[config.mk]
export PLATFORM = sky130hd
export DESIGN_NAME = gas_reading_output_control
export DESIGN_NICKNAME = d
export VERILOG_FILES = /design/src/gas_out_pkg.sv /design/src/gas_reading_output_control.sv
export SDC_FILE = /design/constraint.sdc
export NUM_CORES = 1
export LEC_CHECK = 0
export BUFFER_PORTS_ARGS = -buffer_cell sky130_fd_sc_hd__buf_4
export CORE_ASPECT_RATIO = 1.75
export CORE_MARGIN = 8
export CORE_UTILIZATION = 60
export DETAILED_ROUTE_END_ITERATION = 6
export PLACE_DENSITY = 0.8
export REMOVE_ABC_BUFFERS = 1
export SYNTH_ARGS = -nofsm -noshare
export SYNTH_HDL_FRONTEND = slang
export SYNTH_SLANG_ARGS = --single-unit
[constraint.sdc]
create_clock -name pclk -period 27.4 [get_ports pclk]
set_input_delay 6.85 -clock pclk [delete_from_list [all_inputs] [get_ports pclk]]
set_output_delay 6.85 -clock pclk [all_outputs]
set_load 0.01 [all_outputs]
[src/gas_out_pkg.sv]
// shared constants, register map and types for the gas reading output control block
package gas_out_pkg;

    // timing
    localparam int unsigned CLK_HZ       = 250_000_000;
    localparam int unsigned WARMUP_S     = 45;
    localparam int unsigned BAUD_FAST    = 38400;
    localparam int unsigned BIT_DIV_FAST = CLK_HZ / BAUD_FAST;

    // register byte offsets
    localparam logic [11:0] OFS_CTRL      = 12'h000;
    localparam logic [11:0] OFS_WARM_LVL  = 12'h004;
    localparam logic [11:0] OFS_WARM_SECS = 12'h008;
    localparam logic [11:0] OFS_ZERO_CODE = 12'h00c;
    localparam logic [11:0] OFS_GAIN      = 12'h010;
    localparam logic [11:0] OFS_STATUS    = 12'h014;
    localparam logic [11:0] OFS_READING   = 12'h018;
    localparam logic [11:0] OFS_CAL       = 12'h01c;

    // field positions
    localparam int unsigned CTRL_W       = 5;
    localparam int unsigned ST_ZERO_BIT  = 8;
    localparam int unsigned ST_SPAN_BIT  = 9;

    // reset values
    localparam logic [4:0]  CTRL_RST      = 5'h00;
    localparam logic [15:0] WARM_SECS_RST = 16'(WARMUP_S);
    localparam logic [15:0] ZERO_CODE_RST = 16'h0800;
    localparam logic [15:0] GAIN_RST      = 16'h0400;

    // readings in tenths of a percent of full_scale_reading, signed
    localparam logic [15:0] SENTINEL  = 16'hf63c;
    localparam logic [15:0] LIMIT_100 = 16'h03e8;
    localparam logic [15:0] LIMIT_125 = 16'h04e2;
    localparam logic [15:0] LIMIT_150 = 16'h05dc;
    localparam logic [15:0] LIMIT_200 = 16'h07d0;
    localparam int unsigned GAIN_SHIFT = 10;

    // serial commands
    localparam logic [7:0] CMD_READ = 8'h01;
    localparam logic [7:0] CMD_ZERO = 8'h02;
    localparam logic [7:0] CMD_SPAN = 8'h03;
    localparam logic [2:0] LAST_BIT = 3'h7;

    typedef struct packed {
        logic analog_bad;
        logic supply_bad;
        logic memory_bad;
    } health_s;

    typedef struct packed {
        logic [1:0] baud_sel;
        logic [1:0] over_sel;
        logic       falling;
    } ctrl_s;

    typedef enum logic [1:0] {RX_IDLE, RX_START, RX_DATA, RX_STOP} rx_state_e;
    typedef enum logic [1:0] {TX_IDLE, TX_START, TX_DATA, TX_STOP} tx_state_e;

endpackage

[src/gas_reading_output_control.sv]
// gas reading output control: warm-up hold, freeze, clamp, fault override, uart, apb
//
// The register addresses and the APB slave port were chosen for this implementation.
`timescale 1ns/1ps
module gas_reading_output_control #(
    parameter int unsigned SEC_CYCLES = gas_out_pkg::CLK_HZ,
    parameter int unsigned BIT_CYCLES = gas_out_pkg::BIT_DIV_FAST
) (
    // clock and reset
    input  wire logic                 pclk,
    input  wire logic                 presetn,
    // apb slave
    input  wire logic                 psel,
    input  wire logic                 penable,
    input  wire logic                 pwrite,
    input  wire logic [11:0]          paddr,
    input  wire logic [31:0]          pwdata,
    output logic      [31:0]          prdata,
    output logic                      pready,
    output logic                      pslverr,
    // sensor side
    input  wire logic [15:0]          calc_reading,
    input  wire logic                 transient,
    input  wire gas_out_pkg::health_s health,
    // outputs and the uart receive input
    output logic      [15:0]          analog_code,
    input  wire logic                 rx_line,
    output logic                      tx_line
);

    // one bit time in cycles for a baud select; each slower rate doubles the divisor of the one before
    function automatic logic [19:0] bit_period(input logic [1:0] sel);
        bit_period = 20'(BIT_CYCLES) << sel;
    endfunction

    function automatic logic mapped(input logic [11:0] a);
        mapped = (a == gas_out_pkg::OFS_CTRL) || (a == gas_out_pkg::OFS_WARM_LVL) ||
                 (a == gas_out_pkg::OFS_WARM_SECS) || (a == gas_out_pkg::OFS_ZERO_CODE) ||
                 (a == gas_out_pkg::OFS_GAIN) || (a == gas_out_pkg::OFS_STATUS) ||
                 (a == gas_out_pkg::OFS_READING) || (a == gas_out_pkg::OFS_CAL);
    endfunction

    gas_out_pkg::ctrl_s ctrl;
    logic [15:0]        warm_level;
    logic [15:0]        warm_secs;
    logic [15:0]        zero_code;
    logic [15:0]        gain;
    logic               zero_flag;
    logic               span_flag;
    logic [15:0]        zero_ref;
    logic [15:0]        span_ref;
    logic [31:0]        sec_cnt;
    logic [15:0]        secs_done;
    logic               warming;
    logic               fault;
    logic [15:0]        limit;
    logic [15:0]        clamped;
    logic               clamping;
    logic [15:0]        held;
    logic [15:0]        live;
    logic [15:0]        serial_reading;
    logic signed [32:0] product;
    logic signed [32:0] next_code;
    logic               wr;
    logic               rd;
    logic               zero_set;
    logic               span_set;
    logic               read_req;

    assign wr      = psel && penable && pwrite;
    assign rd      = psel && !pwrite;
    assign pready  = 1'b1;
    assign pslverr = psel && penable && !mapped(paddr);

    // warm-up timing from reset release; a shorter programmed time takes effect at once
    always_ff @(posedge pclk or negedge presetn) begin
        if (!presetn) begin
            sec_cnt   <= 32'h0;
            secs_done <= 16'h0;
        end else if (warming) begin
            if (sec_cnt == SEC_CYCLES - 1) begin
                sec_cnt   <= 32'h0;
                secs_done <= secs_done + 16'h1;
            end else begin
                sec_cnt <= sec_cnt + 32'h1;
            end
        end
    end
    assign warming = secs_done < warm_secs;

    assign fault = health.memory_bad | health.supply_bad | health.analog_bad;

    always_comb begin
        case (ctrl.over_sel)
            2'h0:    limit = gas_out_pkg::LIMIT_100;
            2'h1:    limit = gas_out_pkg::LIMIT_125;
            2'h2:    limit = gas_out_pkg::LIMIT_150;
            default: limit = gas_out_pkg::LIMIT_200;
        endcase
    end
    // signed compare keeps the negative readings of early warm-up intact
    assign clamping = $signed(calc_reading) > $signed(limit);
    assign clamped  = clamping ? limit : calc_reading;

    // hold only refreshes outside a transient, so freeze shows the last settled value
    always_ff @(posedge pclk or negedge presetn) begin
        if (!presetn) begin
            held <= 16'h0;
        end else if (!transient) begin
            held <= clamped;
        end
    end
    assign live = transient ? held : clamped;

    // analogue scaling, saturated to the converter range
    assign product = 33'($signed(live)) * 33'($signed({1'b0, gain}));
    always_comb begin
        if (ctrl.falling) begin
            next_code = 33'($signed({1'b0, zero_code})) - (product >>> gas_out_pkg::GAIN_SHIFT);
        end else begin
            next_code = 33'($signed({1'b0, zero_code})) + (product >>> gas_out_pkg::GAIN_SHIFT);
        end
    end

    always_ff @(posedge pclk or negedge presetn) begin
        if (!presetn) begin
            analog_code <= gas_out_pkg::ZERO_CODE_RST;
        end else if (fault) begin
            analog_code <= 16'h0000;
        end else if (warming) begin
            analog_code <= warm_level;
        end else if (next_code < 0) begin
            analog_code <= 16'h0000;
        end else if (next_code > 33'sh0ffff) begin
            analog_code <= 16'hffff;
        end else begin
            analog_code <= next_code[15:0];
        end
    end

    always_ff @(posedge pclk or negedge presetn) begin
        if (!presetn) begin
            serial_reading <= gas_out_pkg::SENTINEL;
        end else if (fault || warming) begin
            serial_reading <= gas_out_pkg::SENTINEL;
        end else begin
            serial_reading <= live;
        end
    end

    // configuration registers
    always_ff @(posedge pclk or negedge presetn) begin
        if (!presetn) begin
            ctrl       <= gas_out_pkg::CTRL_RST;
            warm_level <= gas_out_pkg::ZERO_CODE_RST;
            warm_secs  <= gas_out_pkg::WARM_SECS_RST;
            zero_code  <= gas_out_pkg::ZERO_CODE_RST;
            gain       <= gas_out_pkg::GAIN_RST;
        end else if (wr) begin
            case (paddr)
                gas_out_pkg::OFS_CTRL:      ctrl       <= pwdata[gas_out_pkg::CTRL_W-1:0];
                gas_out_pkg::OFS_WARM_LVL:  warm_level <= pwdata[15:0];
                gas_out_pkg::OFS_WARM_SECS: warm_secs  <= pwdata[15:0];
                gas_out_pkg::OFS_ZERO_CODE: zero_code  <= pwdata[15:0];
                gas_out_pkg::OFS_GAIN:      gain       <= pwdata[15:0];
                default: ;
            endcase
        end
    end

    // calibration capture; a new command in the clear cycle keeps its flag
    always_ff @(posedge pclk or negedge presetn) begin
        if (!presetn) begin
            zero_flag <= 1'b0;
            span_flag <= 1'b0;
            zero_ref  <= 16'h0;
            span_ref  <= 16'h0;
        end else begin
            zero_flag <= zero_set | (zero_flag &
                         ~(wr && paddr == gas_out_pkg::OFS_STATUS && pwdata[gas_out_pkg::ST_ZERO_BIT]));
            span_flag <= span_set | (span_flag &
                         ~(wr && paddr == gas_out_pkg::OFS_STATUS && pwdata[gas_out_pkg::ST_SPAN_BIT]));
            if (zero_set) begin
                zero_ref <= calc_reading;
            end
            if (span_set) begin
                span_ref <= calc_reading;
            end
        end
    end

    always_ff @(posedge pclk or negedge presetn) begin
        if (!presetn) begin
            prdata <= 32'h0;
        end else if (rd && !penable) begin
            case (paddr)
                gas_out_pkg::OFS_CTRL:      prdata <= {27'h0, ctrl};
                gas_out_pkg::OFS_WARM_LVL:  prdata <= {16'h0, warm_level};
                gas_out_pkg::OFS_WARM_SECS: prdata <= {16'h0, warm_secs};
                gas_out_pkg::OFS_ZERO_CODE: prdata <= {16'h0, zero_code};
                gas_out_pkg::OFS_GAIN:      prdata <= {16'h0, gain};
                gas_out_pkg::OFS_STATUS:    prdata <= {22'h0, span_flag, zero_flag, 4'h0,
                                                       clamping, transient, fault, warming};
                gas_out_pkg::OFS_READING:   prdata <= {16'h0, serial_reading};
                gas_out_pkg::OFS_CAL:       prdata <= {span_ref, zero_ref};
                default:                    prdata <= 32'h0;
            endcase
        end
    end

    // uart receiver, mid-bit sampling
    gas_out_pkg::rx_state_e rx_state;
    logic [19:0]            rx_cnt;
    logic [2:0]             rx_bit;
    logic [7:0]             rx_shift;
    logic                   rx_done;

    always_ff @(posedge pclk or negedge presetn) begin
        if (!presetn) begin
            rx_state <= gas_out_pkg::RX_IDLE;
            rx_cnt   <= 20'h0;
            rx_bit   <= 3'h0;
            rx_shift <= 8'h0;
            rx_done  <= 1'b0;
        end else begin
            rx_done <= 1'b0;
            case (rx_state)
                gas_out_pkg::RX_IDLE: begin
                    rx_cnt <= bit_period(ctrl.baud_sel) >> 1;
                    if (!rx_line) begin
                        rx_state <= gas_out_pkg::RX_START;
                    end
                end
                gas_out_pkg::RX_START: begin
                    if (rx_cnt != 20'h0) begin
                        rx_cnt <= rx_cnt - 20'h1;
                    end else if (rx_line) begin
                        rx_state <= gas_out_pkg::RX_IDLE; // glitch, not a start bit
                    end else begin
                        rx_cnt   <= bit_period(ctrl.baud_sel) - 20'h1;
                        rx_bit   <= 3'h0;
                        rx_state <= gas_out_pkg::RX_DATA;
                    end
                end
                gas_out_pkg::RX_DATA: begin
                    if (rx_cnt != 20'h0) begin
                        rx_cnt <= rx_cnt - 20'h1;
                    end else begin
                        rx_shift <= {rx_line, rx_shift[7:1]};
                        rx_cnt   <= bit_period(ctrl.baud_sel) - 20'h1;
                        rx_bit   <= rx_bit + 3'h1;
                        if (rx_bit == gas_out_pkg::LAST_BIT) begin
                            rx_state <= gas_out_pkg::RX_STOP;
                        end
                    end
                end
                gas_out_pkg::RX_STOP: begin
                    if (rx_cnt != 20'h0) begin
                        rx_cnt <= rx_cnt - 20'h1;
                    end else begin
                        rx_done  <= rx_line; // bad stop bit drops the byte
                        rx_state <= gas_out_pkg::RX_IDLE;
                    end
                end
                default: rx_state <= gas_out_pkg::RX_IDLE;
            endcase
        end
    end

    assign zero_set = rx_done && rx_shift == gas_out_pkg::CMD_ZERO;
    assign span_set = rx_done && rx_shift == gas_out_pkg::CMD_SPAN;
    assign read_req = rx_done && rx_shift == gas_out_pkg::CMD_READ;

    // uart transmitter: reading goes out low byte then high byte
    gas_out_pkg::tx_state_e tx_state;
    logic [19:0]            tx_cnt;
    logic [2:0]             tx_bit;
    logic [7:0]             tx_shift;
    logic [7:0]             tx_high;
    logic                   tx_second;

    always_ff @(posedge pclk or negedge presetn) begin
        if (!presetn) begin
            tx_state  <= gas_out_pkg::TX_IDLE;
            tx_cnt    <= 20'h0;
            tx_bit    <= 3'h0;
            tx_shift  <= 8'h0;
            tx_high   <= 8'h0;
            tx_second <= 1'b0;
            tx_line   <= 1'b1;
        end else begin
            case (tx_state)
                gas_out_pkg::TX_IDLE: begin
                    tx_line <= 1'b1;
                    if (read_req) begin
                        // snapshot both bytes so they belong to one reading
                        tx_shift  <= serial_reading[7:0];
                        tx_high   <= serial_reading[15:8];
                        tx_second <= 1'b1;
                        tx_line   <= 1'b0;
                        tx_cnt    <= bit_period(ctrl.baud_sel) - 20'h1;
                        tx_state  <= gas_out_pkg::TX_START;
                    end
                end
                gas_out_pkg::TX_START: begin
                    if (tx_cnt != 20'h0) begin
                        tx_cnt <= tx_cnt - 20'h1;
                    end else begin
                        tx_line  <= tx_shift[0];
                        tx_shift <= tx_shift >> 1;
                        tx_bit   <= 3'h0;
                        tx_cnt   <= bit_period(ctrl.baud_sel) - 20'h1;
                        tx_state <= gas_out_pkg::TX_DATA;
                    end
                end
                gas_out_pkg::TX_DATA: begin
                    if (tx_cnt != 20'h0) begin
                        tx_cnt <= tx_cnt - 20'h1;
                    end else begin
                        tx_cnt <= bit_period(ctrl.baud_sel) - 20'h1;
                        if (tx_bit == gas_out_pkg::LAST_BIT) begin
                            tx_line  <= 1'b1;
                            tx_state <= gas_out_pkg::TX_STOP;
                        end else begin
                            tx_line  <= tx_shift[0];
                            tx_shift <= tx_shift >> 1;
                            tx_bit   <= tx_bit + 3'h1;
                        end
                    end
                end
                gas_out_pkg::TX_STOP: begin
                    if (tx_cnt != 20'h0) begin
                        tx_cnt <= tx_cnt - 20'h1;
                    end else if (tx_second) begin
                        tx_second <= 1'b0;
                        tx_shift  <= tx_high;
                        tx_line   <= 1'b0;
                        tx_cnt    <= bit_period(ctrl.baud_sel) - 20'h1;
                        tx_state  <= gas_out_pkg::TX_START;
                    end else begin
                        tx_state <= gas_out_pkg::TX_IDLE;
                    end
                end
                default: tx_state <= gas_out_pkg::TX_IDLE;
            endcase
        end
    end

endmodule

* Word level (Yosys, flattened, before mapping)
Index checks and enable logic that the tools add are counted.
Cells by class: $add $sub $neg 9, multiply operators 1, magnitude comparators 4, equal/unequal tests 37, shifts and indexed selects 1, muxes and demuxes 62, bitwise logic cells 9, reductions and logical operators 49
Operators with widths (number):
- case mux 32 bit (8 select lines) | 1
- 2-to-1 mux 20 bit | 8
- 2-to-1 mux 16 bit | 7
- case mux 20 bit (4 select lines) | 1
- case mux 20 bit (3 select lines) | 1
- subtractor 20 x 1 -> 20 bit (second input constant) | 3
- == test 12 x 5 -> 1 bit (second input constant) | 4
- 2-to-1 mux 8 bit | 6
- nonzero test 20 bit | 2
- greater-than comparator 33 x 17 -> 1 bit (second input constant) | 1
- less-than comparator 33 x 1 -> 1 bit (second input constant) | 1
- multiplier 16 x 17 -> 33 bit | 1
- 2-to-1 mux 33 bit | 1
- case mux 11 bit (3 select lines) | 1
- adder 32 x 1 -> 32 bit (second input constant) | 1
- == test 32 x 28 -> 1 bit (second input constant) | 1
- 2-to-1 mux 32 bit | 1
- case mux 8 bit (4 select lines) | 1
- != test 2 bit (second input constant) | 14
- adder 17 x 23 -> 24 bit | 1
- == test 12 x 4 -> 1 bit (second input constant) | 2
- subtractor 17 x 23 -> 24 bit | 1
- 2-to-1 mux 2 bit | 11
- AND reduction 2 bit | 10
- 32 further kinds | 91
Word-level totals: register bits after elaboration 308, bits of input ports 70, output and inout port bits 51, logic and storage cells 201

* Logic depth before layout (Yosys ltp)
Gate-level depths: netlist (run 1).
word-level depth 13, depth in mapped cells 56, depth with buffers taken out 52

* Worst setup path before layout (run 1)
OpenSTA, ideal clock, no wires.
kind input-to-reg, from in calc_reading[9], to reg analog_code[10], library setup time 0.129 ns, data arrival time 17.183 ns, path slack 10.088 ns, stages on the path 47, cell sequence ha_1 -> a21oi_1 -> nor2b_1 -> nor4b_4 -> a221o_1 -> clkbuf_1 -> buf_1 -> a21oi_1 -> o21ai_1 -> clkbuf_1 -> nand2_1 -> fa_1 -> inv_1 -> fa_1 -> inv_1 -> fa_1 -> inv_1 -> fa_1 -> (+11 left out) -> nor4_2 -> and4b_1 -> clkbuf_1 -> a21oi_1 -> xnor2_1 -> ha_1 -> nand3_1 -> o2111ai_1 -> o2111ai_1 -> or3_1 -> mux2i_1 -> nor3_1 -> a21o_1 -> nor4b_1 -> o2111ai_1 -> o41ai_4 -> buf_6 -> a22oi_2
On the way: cells in the longest elaborated chain, start to end 11, elaborated cells between the ends (all ways) 13, those cells by class add/sub: 2; mul: 1; order compare: 3; mux: 7
RTL lines:
- from (decl) | line gas_reading_output_control.sv:22 | input wire logic [15:0] calc_reading,
- greater-than comparator 16 bit * | line gas_reading_output_control.sv:102 | assign clamping = $signed(calc_reading) > $signed(limit);
- 2-to-1 mux 16 bit * | line gas_reading_output_control.sv:103 | assign clamped = clamping ? limit : calc_reading;
- 2-to-1 mux 16 bit *
- via live[8] | line gas_reading_output_control.sv:60 | logic [15:0] live;
- multiplier 16 x 17 -> 33 bit * | line gas_reading_output_control.sv:116 | assign product = 33'($signed(live)) * 33'($signed({1'b0, gain}));
- adder 17 x 23 -> 24 bit or subtractor 17 x 23 -> 24 bit (tied branches) | line gas_reading_output_control.sv:121, gas_reading_output_control.sv:119
- 2-to-1 mux 33 bit * | line gas_reading_output_control.sv:118 | if (ctrl.falling) begin
- greater-than comparator 33 x 17 -> 1 bit | line gas_reading_output_control.sv:134 | end else if (next_code > 33'sh0ffff) begin
- 2-to-1 mux 16 bit | line gas_reading_output_control.sv:134
- 2-to-1 mux 16 bit * | line gas_reading_output_control.sv:132 | end else if (next_code < 0) begin
- 2-to-1 mux 16 bit * | line gas_reading_output_control.sv:130 | end else if (warming) begin
- 2-to-1 mux 16 bit * | line gas_reading_output_control.sv:128 | end else if (fault) begin
- to (signal assigned) | line gas_reading_output_control.sv:127 | analog_code <= gas_out_pkg::ZERO_CODE_RST;
- to (signal assigned) | line gas_reading_output_control.sv:131 | analog_code <= warm_level;
- to (signal assigned) | line gas_reading_output_control.sv:137 | analog_code <= next_code[15:0];
- to (decl) | line gas_reading_output_control.sv:26 | output logic [15:0] analog_code,
Mark *: on every way through the listed nets, which the timed path passes. The rest lies on a longest branch. A chain may end at the register's enable or synchronous reset.

* Worst setup path in the final report (run 1)
from in calc_reading[5], to reg analog_code[3]
On the way: cells in the longest elaborated chain, start to end 11, elaborated cells between the ends (all ways) 13, those cells by class add/sub: 2; mul: 1; order compare: 3; mux: 7
RTL lines (line):
- greater-than comparator 16 bit | gas_reading_output_control.sv:102
- 2-to-1 mux 16 bit * | gas_reading_output_control.sv:103
- 2-to-1 mux 16 bit *
- via live[5] | gas_reading_output_control.sv:60
- multiplier 16 x 17 -> 33 bit * | gas_reading_output_control.sv:116
- adder 17 x 23 -> 24 bit or subtractor 17 x 23 -> 24 bit (tied branches) | gas_reading_output_control.sv:121, gas_reading_output_control.sv:119
- 2-to-1 mux 33 bit * | gas_reading_output_control.sv:118
- greater-than comparator 33 x 17 -> 1 bit | gas_reading_output_control.sv:134
- 2-to-1 mux 16 bit | gas_reading_output_control.sv:134
- 2-to-1 mux 16 bit * | gas_reading_output_control.sv:132
- 2-to-1 mux 16 bit * | gas_reading_output_control.sv:130
- 2-to-1 mux 16 bit * | gas_reading_output_control.sv:128
Marks and branches as above.

==> results of run 1 <==
## worst reg2reg max path: cells and delay by family, from the launching register on
kind | cells | cell delay [ps]
flip-flops | 1 | 470
adder cells (fa/ha/maj) | 11 | 4120
buffers and inverters | 5 | 480
AND/OR/NAND/NOR | 10 | 2200
AO/OA/AOI/OAI | 20 | 7350
## Yosys cell counts (all sizes together), types with 8 or more instances
cell,n,area (um^2)
a21oi,106,534
inv,286,1070
xnor2,71,622
nor3,56,285
xor2,33,289
fa,194,3880
o21bai,10,75.1
o21ai,121,609
nand2b,20,125
or2,15,93.8
nor2,136,510
o21a,12,90.1
a21o,30,225
a211oi,21,158
dfstp,19,499
nor2b,64,400
clkbuf,98,368
dfrtp,289,7230
a31oi,12,81.3
a22o,26,228
and3,33,206
and2,90,563
mux2,132,1490
buf,18,100
ha,191,2390
o22ai,8,50.1
nand2,315,1180
nand4,23,144
or3,15,93.8
nor4,18,146
a22oi,39,348
o211ai,9,67.6
a221oi,16,146
nand3,53,265
## layer usage
metal | share of wire | GRT usage | vias to the layer above
met4 | 0.087 | 0.229 | 0
met1 | 0.34 | 0.319 | 10532
li1 | - | - | 9249
met5 | 0 | 0 | -
met2 | 0.52 | 0.549 | 887
met3 | 0.055 | 0.0272 | 332
## through the flow
step	hold WS (ps)	setup WS, ps	total power, W
after detailed placement	473	6840	0.000724
after CTS	486	7370	0.00110
final	485	7210	0.00110
after global routing	507	6790	0.00114
after global placement	458	7080	0.000716
after floorplan	441	9950	0.000644
## how the worst max path moves through the flow
stage / from / endpoint / cells after the start
6_report: calc_reading[5] / analog_code[3] / 44
5_1_grt: calc_reading[5] / analog_code[3] / 44
4_1_cts: calc_reading[5] / analog_code[3] / 42
3_5_place_dp: calc_reading[5] / analog_code[3] / 42
3_3_place_gp: calc_reading[5] / analog_code[15] / 44
2_1_floorplan: calc_reading[9] / analog_code[0] / 41
## registers in the layout, indices dropped and copies added, names as in the netlist, 3 cells and up, named ones only
register,count
rx_shift,8
warm_secs,16
held,16
tx_high,8
zero_ref,16
tx_cnt,20
warm_level,16
serial_reading,16
secs_done,16
zero_code,16
rx_bit,3
tx_bit,3
rx_cnt,20
gain,16
ctrl,5
analog_code,16
span_ref,16
sec_cnt,32
tx_shift,8
prdata,32
## where the power goes
part           internal [W]  total, W  switching, W
registers          0.000473  0.000489     0.0000167
logic             0.0000855  0.000232      0.000147
clock network      0.000201  0.000379      0.000178
total              0.000759   0.00110      0.000341
## cell families (layout without fill, tap and decap cells)
group,after synthesis,count (layout),share of synthesized area
DFF,308,308,0.301
other,1,3,0.000146
and+or+nand+nor,871,871,0.168
adders and majority gates,385,385,0.244
buffers and inverters,402,489,0.0600
AOI/OAI and AO/OA,477,477,0.127
xor gates and xnor gates,104,104,0.0355
muxes,142,142,0.0637
## placed cells by master, fill, tap and decap left out, types with 88 or more instances in the layout
master     n
and2_1    88
a21oi_1  105
ha_1     191
mux2_2   132
nand2_1  315
buf_4    151
dfrtp_1  289
nor2_1   136
inv_1    286
o21ai_0  106
fa_1     194
## area by class of cell
| cell class | count | area (um^2) |
|---|---|---|
| repair buffers | 153 | 1170 |
| clock buffers | 36 | 739 |
| diodes | 2 | 5.00 |
| fillers | 3375 | 14500 |
| inverters | 286 | 1070 |
| clock inverters | 14 | 113 |
| well taps | 561 | 702 |
| flip-flops and latches | 308 | 7730 |
| multi-input cells | 1980 | 16400 |
==> results.md, run 1 <==
* Cts repair resizes at 0
* Worst EP required at 27770 ps
* Worst hold stages at 1
* Non-filler cells, final at 3340
* Cell Area, Placed at 0.0271 mm^2
* DR iter-0 viols at 1589
* Remaining antenna violation count after routing at 0
* Slew at the pin closest to its max-slew limit at 1400 ps
* Max VDD drop at 0.0471 mV
* DRC viols at 0
* Sequential fraction of the synthesis area at 0.301
* Final Max Slew Viols at 0
* CTS Hold Bufs at 0
* Final core area utilization at 0.659
* Number of I/O pins at 121
* Crit end category: register
* CTS buffer count at 27
* Slowest Stage Delay on Critical Path at 930 ps
* Placed cell count at 3288
* Vias at 21000
* Library cells used by synthesis at 91
* Die ar. at 0.0499 mm^2
* Final Hold Fails at 0
* CTS H-Tree Depth at 1
* Global-route usage over all layers at 0.303
* Worst Min Path Start: span_ref[6]
* Delay-heaviest family, CP: compound AO/OA/AOI/OAI gates
* Critical path class: in -> reg
* Hold Crit Endpoint: prdata[22]
* R2R Setup Slk at 12580 ps
* WL/cell at 22.3 um
* #FFs+latches synth at 308
* Drt first pass iters at 7
* Ys Warns at 0
* P_leak at 13.5 nW
* Ys async rst share at 1.00
* Final WL at 74.4 mm
* Final Setup Violations at 0
* DR vias/cell at 6.29
* CTS max path bufs at 3
* Worst min path class: reg -> reg
* Initial antenna violation count at 2
* Max cap viols at 0
* Worst R2R End: analog_code[3]
* CTS tree: done
* Worst skew pair latency at 570 ps
* Gr ovfl total at 0
* Post-CTS Repair Setup Buffers at 0
* Fin nets at 3211
* Die span in y at 290 um
* Most frequent CP cell: ha_1
* CTS sink cnt at 308
* Area growth syn-to-layout at 8.86%
* RSZ-0062 raised after global routing: false
* CP bufs+invs at 5
* Cell row count at 100
* Outcome: completed
* Initial core utilization at 0.605
* Max Clock Freq at 49.5 MHz
* Port bufs at 103
* Syn_area_per_cell at 9.54 um^2
* Layout cell share with drive strength beyond 1 at 0.144
* Die width at 172 um
* Fin area at 0.0279 mm^2
* Power Density at 39.4 mW/mm^2
* Dominant synthesized flop cell: dfrtp_1
* Tcrit/Tclk final at 0.737
* Fin Setup TNS at 0 ps
* Clk root buf: clkbuf_16
* CP Launch Type: input pin
* HPWL reported at the end of detailed placement at 55.9 mm
* First-pass GRT wire length at 117 mm
* Reg2reg start: ctrl[1]
* Crit-path max FO at 21
* Period minus WS final at 20190 ps
* Cell Area, Synth at 0.0257 mm^2
* Relative slew slack at 0.0629
* Syn Inst Count at 2690
* R2R depth at 46
* WP data arrival at 20560 ps
* Largest net degree at the start of global routing at 167
* Clock Skews at 15.3 ps
* Core Area at 0.0424 mm^2
* RD Place Congestion at 0.962
* Vias in the first global route at 22175
* CTS clk-pin slew, worst paths at 70 ps
* Slowest CP cell: o21ai_2
* Number of synthesized flops with an enable pin at 0
Power figures use the tool's default switching activity.
==> inputs of run 2 (changes only) <==
Settings changed: CORE_UTILIZATION 60 to 57.
Clock period 27.4 ns to 16.5 ns, I/O delays scaled along.
==> run 2 against run 1 <==
Non-clock buffer count is 37 higher; clock skew is 3.6 ps higher; first-iteration DRC count is 13% higher; flip-flop and latch count stayed put; worst setup slack worse by 6400 ps; final cell count is 1.5% higher; critical path depth is 6 higher; wire length is 4.4% higher; design area is 1.5% higher; worst hold slack worse by 3.8 ps; critical endpoint is now analog_code[2].
==> results.md, run 2 (synthesized netlist as in run 1, its figures left out) <==
* Outcome: completed (unchanged)
* RSZ-0062 raised after global routing: false (unchanged)
* Critical path class: in -> reg (unchanged)
* CTS max path bufs at 3 (unchanged)
* DRC viols at 0 (unchanged)
* Total power at 0.00190 W (was 0.00110 W)
* P_leak at 13.7 nW (was 13.5 nW)
* CTS tree: done (unchanged)
* Largest net degree at the start of global routing at 85 (was 167)
* Final Setup Violations at 0 (unchanged)
* Initial antenna violation count at 1 (was 2)
* Crit-path max FO at 15 (was 21)
* Fin area at 0.0284 mm^2 (was 0.0279 mm^2)
* Number of I/O pins at 121 (unchanged)
* Max Clock Freq at 63.7 MHz
* Cell row count at 103 (was 100)
* Slew at the pin closest to its max-slew limit at 1260 ps (was 1400 ps)
* Vias at 21324 (was 21000)
* Most frequent cells in the layout: nand2_1, dfrtp_1, inv_1 (unchanged)
* Clock Skews at 18.9 ps (was 15.3 ps)
* CTS H-Tree Depth at 1 (unchanged)
* Slowest Stage Delay on Critical Path at 550 ps (was 930 ps)
* CTS sink cnt at 308 (unchanged)
* Final Max Slew Viols at 0 (unchanged)
* Hold Crit Endpoint: secs_done[15] (was prdata[22])
* Worst Min Path Start: secs_done[15] (was span_ref[6])
* Port bufs at 103 (unchanged)
* Area growth syn-to-layout at 10.5% (was 8.86%)
* First-pass GRT wire length at 122 mm (was 117 mm)
* Worst hold stages at 1 (unchanged)
* Fin nets at 3248 (was 3211)
* Remaining antenna violation count after routing at 0 (unchanged)
* Die width at 176 um (was 172 um)
* WL/cell at 22.9 um (was 22.3 um)
* Max cap viols at 0 (unchanged)
* Clk root buf: clkbuf_16 (unchanged)
* Gr ovfl total at 0 (unchanged)
* Reg2reg start: ctrl[1] (unchanged)
* R2R depth at 51 (was 46)
* Die ar. at 0.0524 mm^2 (was 0.0499 mm^2)
* Final Hold Fails at 0 (unchanged)
* Power Density at 66.9 mW/mm^2 (was 39.4 mW/mm^2)
* Fin Setup TNS at 0 ps (unchanged)
* R2R Setup Slk at 3410 ps (was 12580 ps)
* Cell Area, Placed at 0.0274 mm^2 (was 0.0271 mm^2)
* CTS buffer count at 27 (unchanged)
* CTS Hold Bufs at 0 (unchanged)
* Crit end category: register (unchanged)
* Layout cell share with drive strength beyond 1 at 0.156 (was 0.144)
* RD Place Congestion at 1.03 (was 0.962)
* Core Area at 0.0448 mm^2 (was 0.0424 mm^2)
* Most common cell after layout, fill and taps aside: nand2_1 (unchanged)
* Worst R2R End: analog_code[2] (was analog_code[3])
* Relative slew slack at 0.155 (was 0.0629)
* Most frequent CP cell: buf_4 (was ha_1)
* Period minus WS final at 15700 ps
* HPWL reported at the end of detailed placement at 59.1 mm (was 55.9 mm)
* Final WL at 77.7 mm (was 74.4 mm)
* DR iter-0 viols at 1788 (was 1589)
* Drt first pass iters at 5 (was 7)
* Top Registers: prdata (32), sec_cnt (32) (unchanged)
* Initial core utilization at 0.572 (was 0.605)
* Worst skew pair latency at 560 ps (was 570 ps)
* Cts repair resizes at 0 (unchanged)
* DR vias/cell at 6.29 (about the same)
* Worst min path class: reg -> reg (unchanged)
* CTS clk-pin slew, worst paths at 70 ps (about the same)
* Vias in the first global route at 22675 (was 22175)
* CP Launch Type: input pin (unchanged)
* Global-route usage over all layers at 0.297 (was 0.303)
* WP data arrival at 16130 ps (was 20560 ps)
* Max VDD drop at 0.0789 mV (was 0.0471 mV)
* Worst EP required at 16930 ps (was 27770 ps)
* Die span in y at 297 um (was 290 um)
* Slowest CP cell: fa_1 (was o21ai_2)
* Tcrit/Tclk final at 0.952
* Post-CTS Repair Setup Buffers at 0 (unchanged)
## run 2: cell count changes in the layout (fill, tap and decap cells not counted), moves of 2 or more
cell,change
clkbuf_8,+4
buf_12,+2
buf_4,+35
bufinv_16,+3
clkinv_4,-2
clkinv_2,-5
## run 2: power by group
| group | total (W) | internal [W] | switching [W] | leakage (nW) |
|---|---|---|---|---|
| Sequential | 0.000812 | 0.000785 | 0.0000275 | 4.07 |
| Combinational | 0.000398 | 0.000150 | 0.000248 | 9.17 |
| Clock | 0.000688 | 0.000396 | 0.000292 | 0.467 |
## run 2: critical path: cells and delay by family
family          cells  cell delay [ps]
simple gates       12             2790
buf+inv            10             1620
fa+ha+maj          10             3850
mux                 1              150
compound gates     17             3560
## run 2: worst max path at each step
stage	startpoint	end	slack (ps)	cells past startpoint
3_5_place_dp	calc_reading[10]	analog_code[7]	510	50
3_3_place_gp	calc_reading[10]	analog_code[7]	750	50
6_report	calc_reading[10]	analog_code[2]	800	50
2_1_floorplan	calc_reading[9]	analog_code[0]	1770	41
4_1_cts	calc_reading[10]	analog_code[7]	990	50
5_1_grt	calc_reading[9]	analog_code[2]	350	50
## run 2: metal layers
| layer | global-route usage | up-vias | part of all wire | wire (um) |
|---|---|---|---|---|
| met5 | 0 | - | 0 | 0 |
| met4 | 0.221 | 0 | 0.092 | 7130 |
| met3 | 0.0442 | 400 | 0.063 | 4860 |
| met2 | 0.531 | 923 | 0.51 | 40000 |
| met1 | 0.307 | 10677 | 0.33 | 25700 |
| li1 | - | 9324 | - | - |
## run 2: layout make-up
type                            instances  area, um^2
Sequential cell                       308        7730
Clock buffer                           40         795
Inverter                              286        1070
Fill cell                            3710       16500
Timing Repair Buffer                  190        1470
Multi-Input combinational cell       1980       16400
Tap cell                              577         722
Antenna cell                            1        2.50
Clock inverter                          9         153
## run 2: metrics by stage
| stage | hold WS [ps] | setup WS (ps) | instances | utilization |
|---|---|---|---|---|
| finish | 481 | 798 | 3391 | 0.633 |
| floorplan | 441 | 1770 | 2574 | - |
| global placement | 458 | 752 | 3341 | 0.611 |
| CTS | 482 | 989 | 3390 | 0.632 |
| global route | 501 | 353 | 3391 | 0.633 |
| detailed placement | 470 | 508 | 3341 | 0.611 |
==> inputs of run 3 (changes only) <==
Settings changed: CORE_UTILIZATION 57 to 45, PLACE_DENSITY 0.8 to unset.
==> run 3 against run 2 <==
Register-to-register slack worse by 140 ps; final cell count is 5.0% higher; first-iteration DRC count is 31% lower; worst setup slack worse by 160 ps; worst hold slack worse by 3.4 ps; non-clock buffer count is 25 lower; global-route usage is 6.0 points lower; wire length is 0.43% lower; design area is 0.11% higher; clock skew is 5.5 ps higher.
==> results.md, run 3 (synthesized netlist as in run 1, its figures left out) <==
* Outcome: completed (unchanged)
* Die span in y at 332 um (was 297 um)
* Hold slack final at 478 ps (was 481 ps)
* Die ar. at 0.0653 mm^2 (was 0.0524 mm^2)
* Gr ovfl total at 0 (unchanged)
* CTS clk-pin slew, worst paths at 70 ps (about the same)
* Slowest CP cell: a221o_1 (was fa_1)
* Worst skew pair latency at 570 ps (was 560 ps)
* CTS Hold Bufs at 0 (unchanged)
* Die width at 197 um (was 176 um)
* Filler instances at 5310 (was 3710)
* Delay-heaviest family, CP: compound AO/OA/AOI/OAI gates (was adder cells)
* Initial core utilization at 0.452 (was 0.572)
* Clk root buf: clkbuf_16 (unchanged)
* CP Launch Type: input pin (unchanged)
* RD Place Congestion at 0.945 (was 1.03)
* HPWL reported at the end of detailed placement at 60.6 mm (was 59.1 mm)
* Int Power at 0.00131 W (was 0.00133 W)
* Vias at 20458 (was 21324)
* Remaining antenna violation count after routing at 0 (unchanged)
* Crit-path max FO at 17 (was 15)
* Reg2reg start: ctrl[1] (unchanged)
* Period minus WS final at 15860 ps (was 15700 ps)
* CTS H-Tree Depth at 1 (unchanged)
* DR vias/cell at 5.75 (was 6.29)
* Largest net degree at the start of global routing at 83 (was 85)
* Max VDD drop at 0.0849 mV (was 0.0789 mV)
* Max cap viols at 0 (unchanged)
* Clock Skews at 24.4 ps (was 18.9 ps)
* Power Density at 66.3 mW/mm^2 (was 66.9 mW/mm^2)
* Most frequent CP cell: ha_1 (was buf_4)
* Most frequent cells in the layout: nand2_1, dfrtp_1, inv_1 (unchanged)
* Clk pwr share at 0.361 (was 0.363)
* Reg power frac at 0.431 (was 0.428)
* Crit end category: register (unchanged)
* Area growth syn-to-layout at 10.6% (was 10.5%)
* Critical Path Start: calc_reading[5] (was calc_reading[10])
* DRC viols at 0 (unchanged)
* CTS tree: done (unchanged)
* Drt first pass iters at 5 (unchanged)
* P_leak at 13.6 nW (was 13.7 nW)
* Switching Share at 0.306 (was 0.299)
* Fin nets at 3224 (was 3248)
* Port bufs at 103 (unchanged)
* Worst EP required at 16940 ps (was 16930 ps)
* Slew at the pin closest to its max-slew limit at 1120 ps (was 1260 ps)
* Max Clock Freq at 63.0 MHz (was 63.7 MHz)
* Total power at 0.00188 W (was 0.00190 W)
* CTS buffer count at 28 (was 27)
* CTS max path bufs at 3 (unchanged)
* Final WL at 77.3 mm (was 77.7 mm)
* Worst min path class: reg -> reg (unchanged)
* Tcrit/Tclk final at 0.961 (was 0.952)
* WL/cell at 21.7 um (was 22.9 um)
* Core Area at 0.0567 mm^2 (was 0.0448 mm^2)
* RSZ-0062 raised after global routing: false (unchanged)
* Relative slew slack at 0.250 (was 0.155)
* Critical path class: in -> reg (unchanged)
* R2R Setup Slk at 3270 ps (was 3410 ps)
* Final Setup Violations at 0 (unchanged)
* Switching power at 0.000577 W (was 0.000567 W)
* R2R depth at 49 (was 51)
* Worst R2R End: analog_code[4] (was analog_code[2])
* Comb pwr share at 0.208 (was 0.209)
* Number of I/O pins at 121 (unchanged)
* Cell row count at 116 (was 103)
* Final Max Slew Viols at 0 (unchanged)
* Worst Setup EP: analog_code[4] (was analog_code[2])
* Cts repair resizes at 0 (unchanged)
* Post-CTS Repair Setup Buffers at 0 (unchanged)
* Layout cell share with drive strength beyond 1 at 0.149 (was 0.156)
* Final Hold Fails at 0 (unchanged)
* Slowest Stage Delay on Critical Path at 680 ps (was 550 ps)
* First-pass GRT wire length at 121 mm (was 122 mm)
* WP data arrival at 16300 ps (was 16130 ps)
* CP bufs+invs at 9 (was 10)
* Critical path depth in cells at 47 (was 50)
* Initial antenna violation count at 2 (was 1)
* CTS sink cnt at 308 (unchanged)
* Global-route usage over all layers at 0.237 (was 0.297)
* Most common cell after layout, fill and taps aside: nand2_1 (unchanged)
* Fin Setup TNS at 0 ps (unchanged)
* Top Registers: prdata (32), sec_cnt (32) (unchanged)
* Vias in the first global route at 21540 (was 22675)
* DR iter-0 viols at 1227 (was 1788)
-- run 3: cell types whose count changed in the layout (fill, tap and decap cells not counted), sizes merged --
cell	previous run	this run
buf	190	165
clkinvlp	0	6
bufinv	4	1
clkinv	3	5
inv	288	286
-- run 3: worst reg2reg max path, delay by kind of cell (launching register included) --
family                   cells  cell delay [ps]
flip-flops                   1              500
adder cells (fa/ha/maj)     11             4050
AO/OA/AOI/OAI               18             4600
AND/OR/NAND/NOR             10             2490
buffers and inverters        9             1350
multiplexers                 1              170
-- run 3: area by class of cell --
class                   count  area [um^2]  share of cell area
inverters                 286         1070              0.0378
diodes                      1         2.50           0.0000881
flip-flops and latches    308         7730               0.272
clock buffers              40          847              0.0298
repair buffers            165         1260              0.0443
well taps                 767          960              0.0338
multi-input cells        1980        16400               0.578
clock inverters            12          115             0.00405
-- run 3: per-layer routing --
metal / vias to the layer above / global-route usage / routed length [um]
met1: 10333 / 0.243 / 27000
met5: - / 0 / 0
met3: 234 / 0.0192 / 2920
li1: 9270 / - / -
met2: 621 / 0.453 / 41900
met4: 0 / 0.148 / 5500
-- run 3: power groups by stage --
stage / clock network, W / logic [W] / registers (W)
final: 0.000681 / 0.000391 / 0.000812
after global routing: 0.000721 / 0.000429 / 0.000816
after CTS: 0.000696 / 0.000392 / 0.000812
after detailed placement: 0 / 0.000390 / 0.000827
after global placement: 0 / 0.000380 / 0.000824
after floorplan: 0 / 0.000250 / 0.000819
-- run 3: how the worst min path moves through the flow --
| stage | start | to | slack, ps | depth (start not counted) |
|---|---|---|---|---|
| after floorplan | sec_cnt[6] | sec_cnt[6] | 440 | 1 |
| after global placement | sec_cnt[6] | sec_cnt[6] | 460 | 1 |
| after detailed placement | sec_cnt[6] | sec_cnt[6] | 460 | 1 |
| after CTS | sec_cnt[6] | sec_cnt[6] | 480 | 1 |
| after global routing | prdata[4] | prdata[4] | 510 | 1 |
| final | sec_cnt[6] | sec_cnt[6] | 480 | 1 |
-- run 3: through the flow --
| stage | utilization | setup slack, ps | instance area (um^2) | std cells |
|---|---|---|---|---|
| after floorplan | - | 1770 | 25200 | 2574 |
| after global placement | 0.484 | 321 | 27400 | 3506 |
| after detailed placement | 0.484 | 135 | 27400 | 3506 |
| after CTS | 0.500 | 723 | 28400 | 3558 |
| after global routing | 0.500 | 0.725 | 28400 | 3558 |
| final | 0.501 | 636 | 28400 | 3559 |
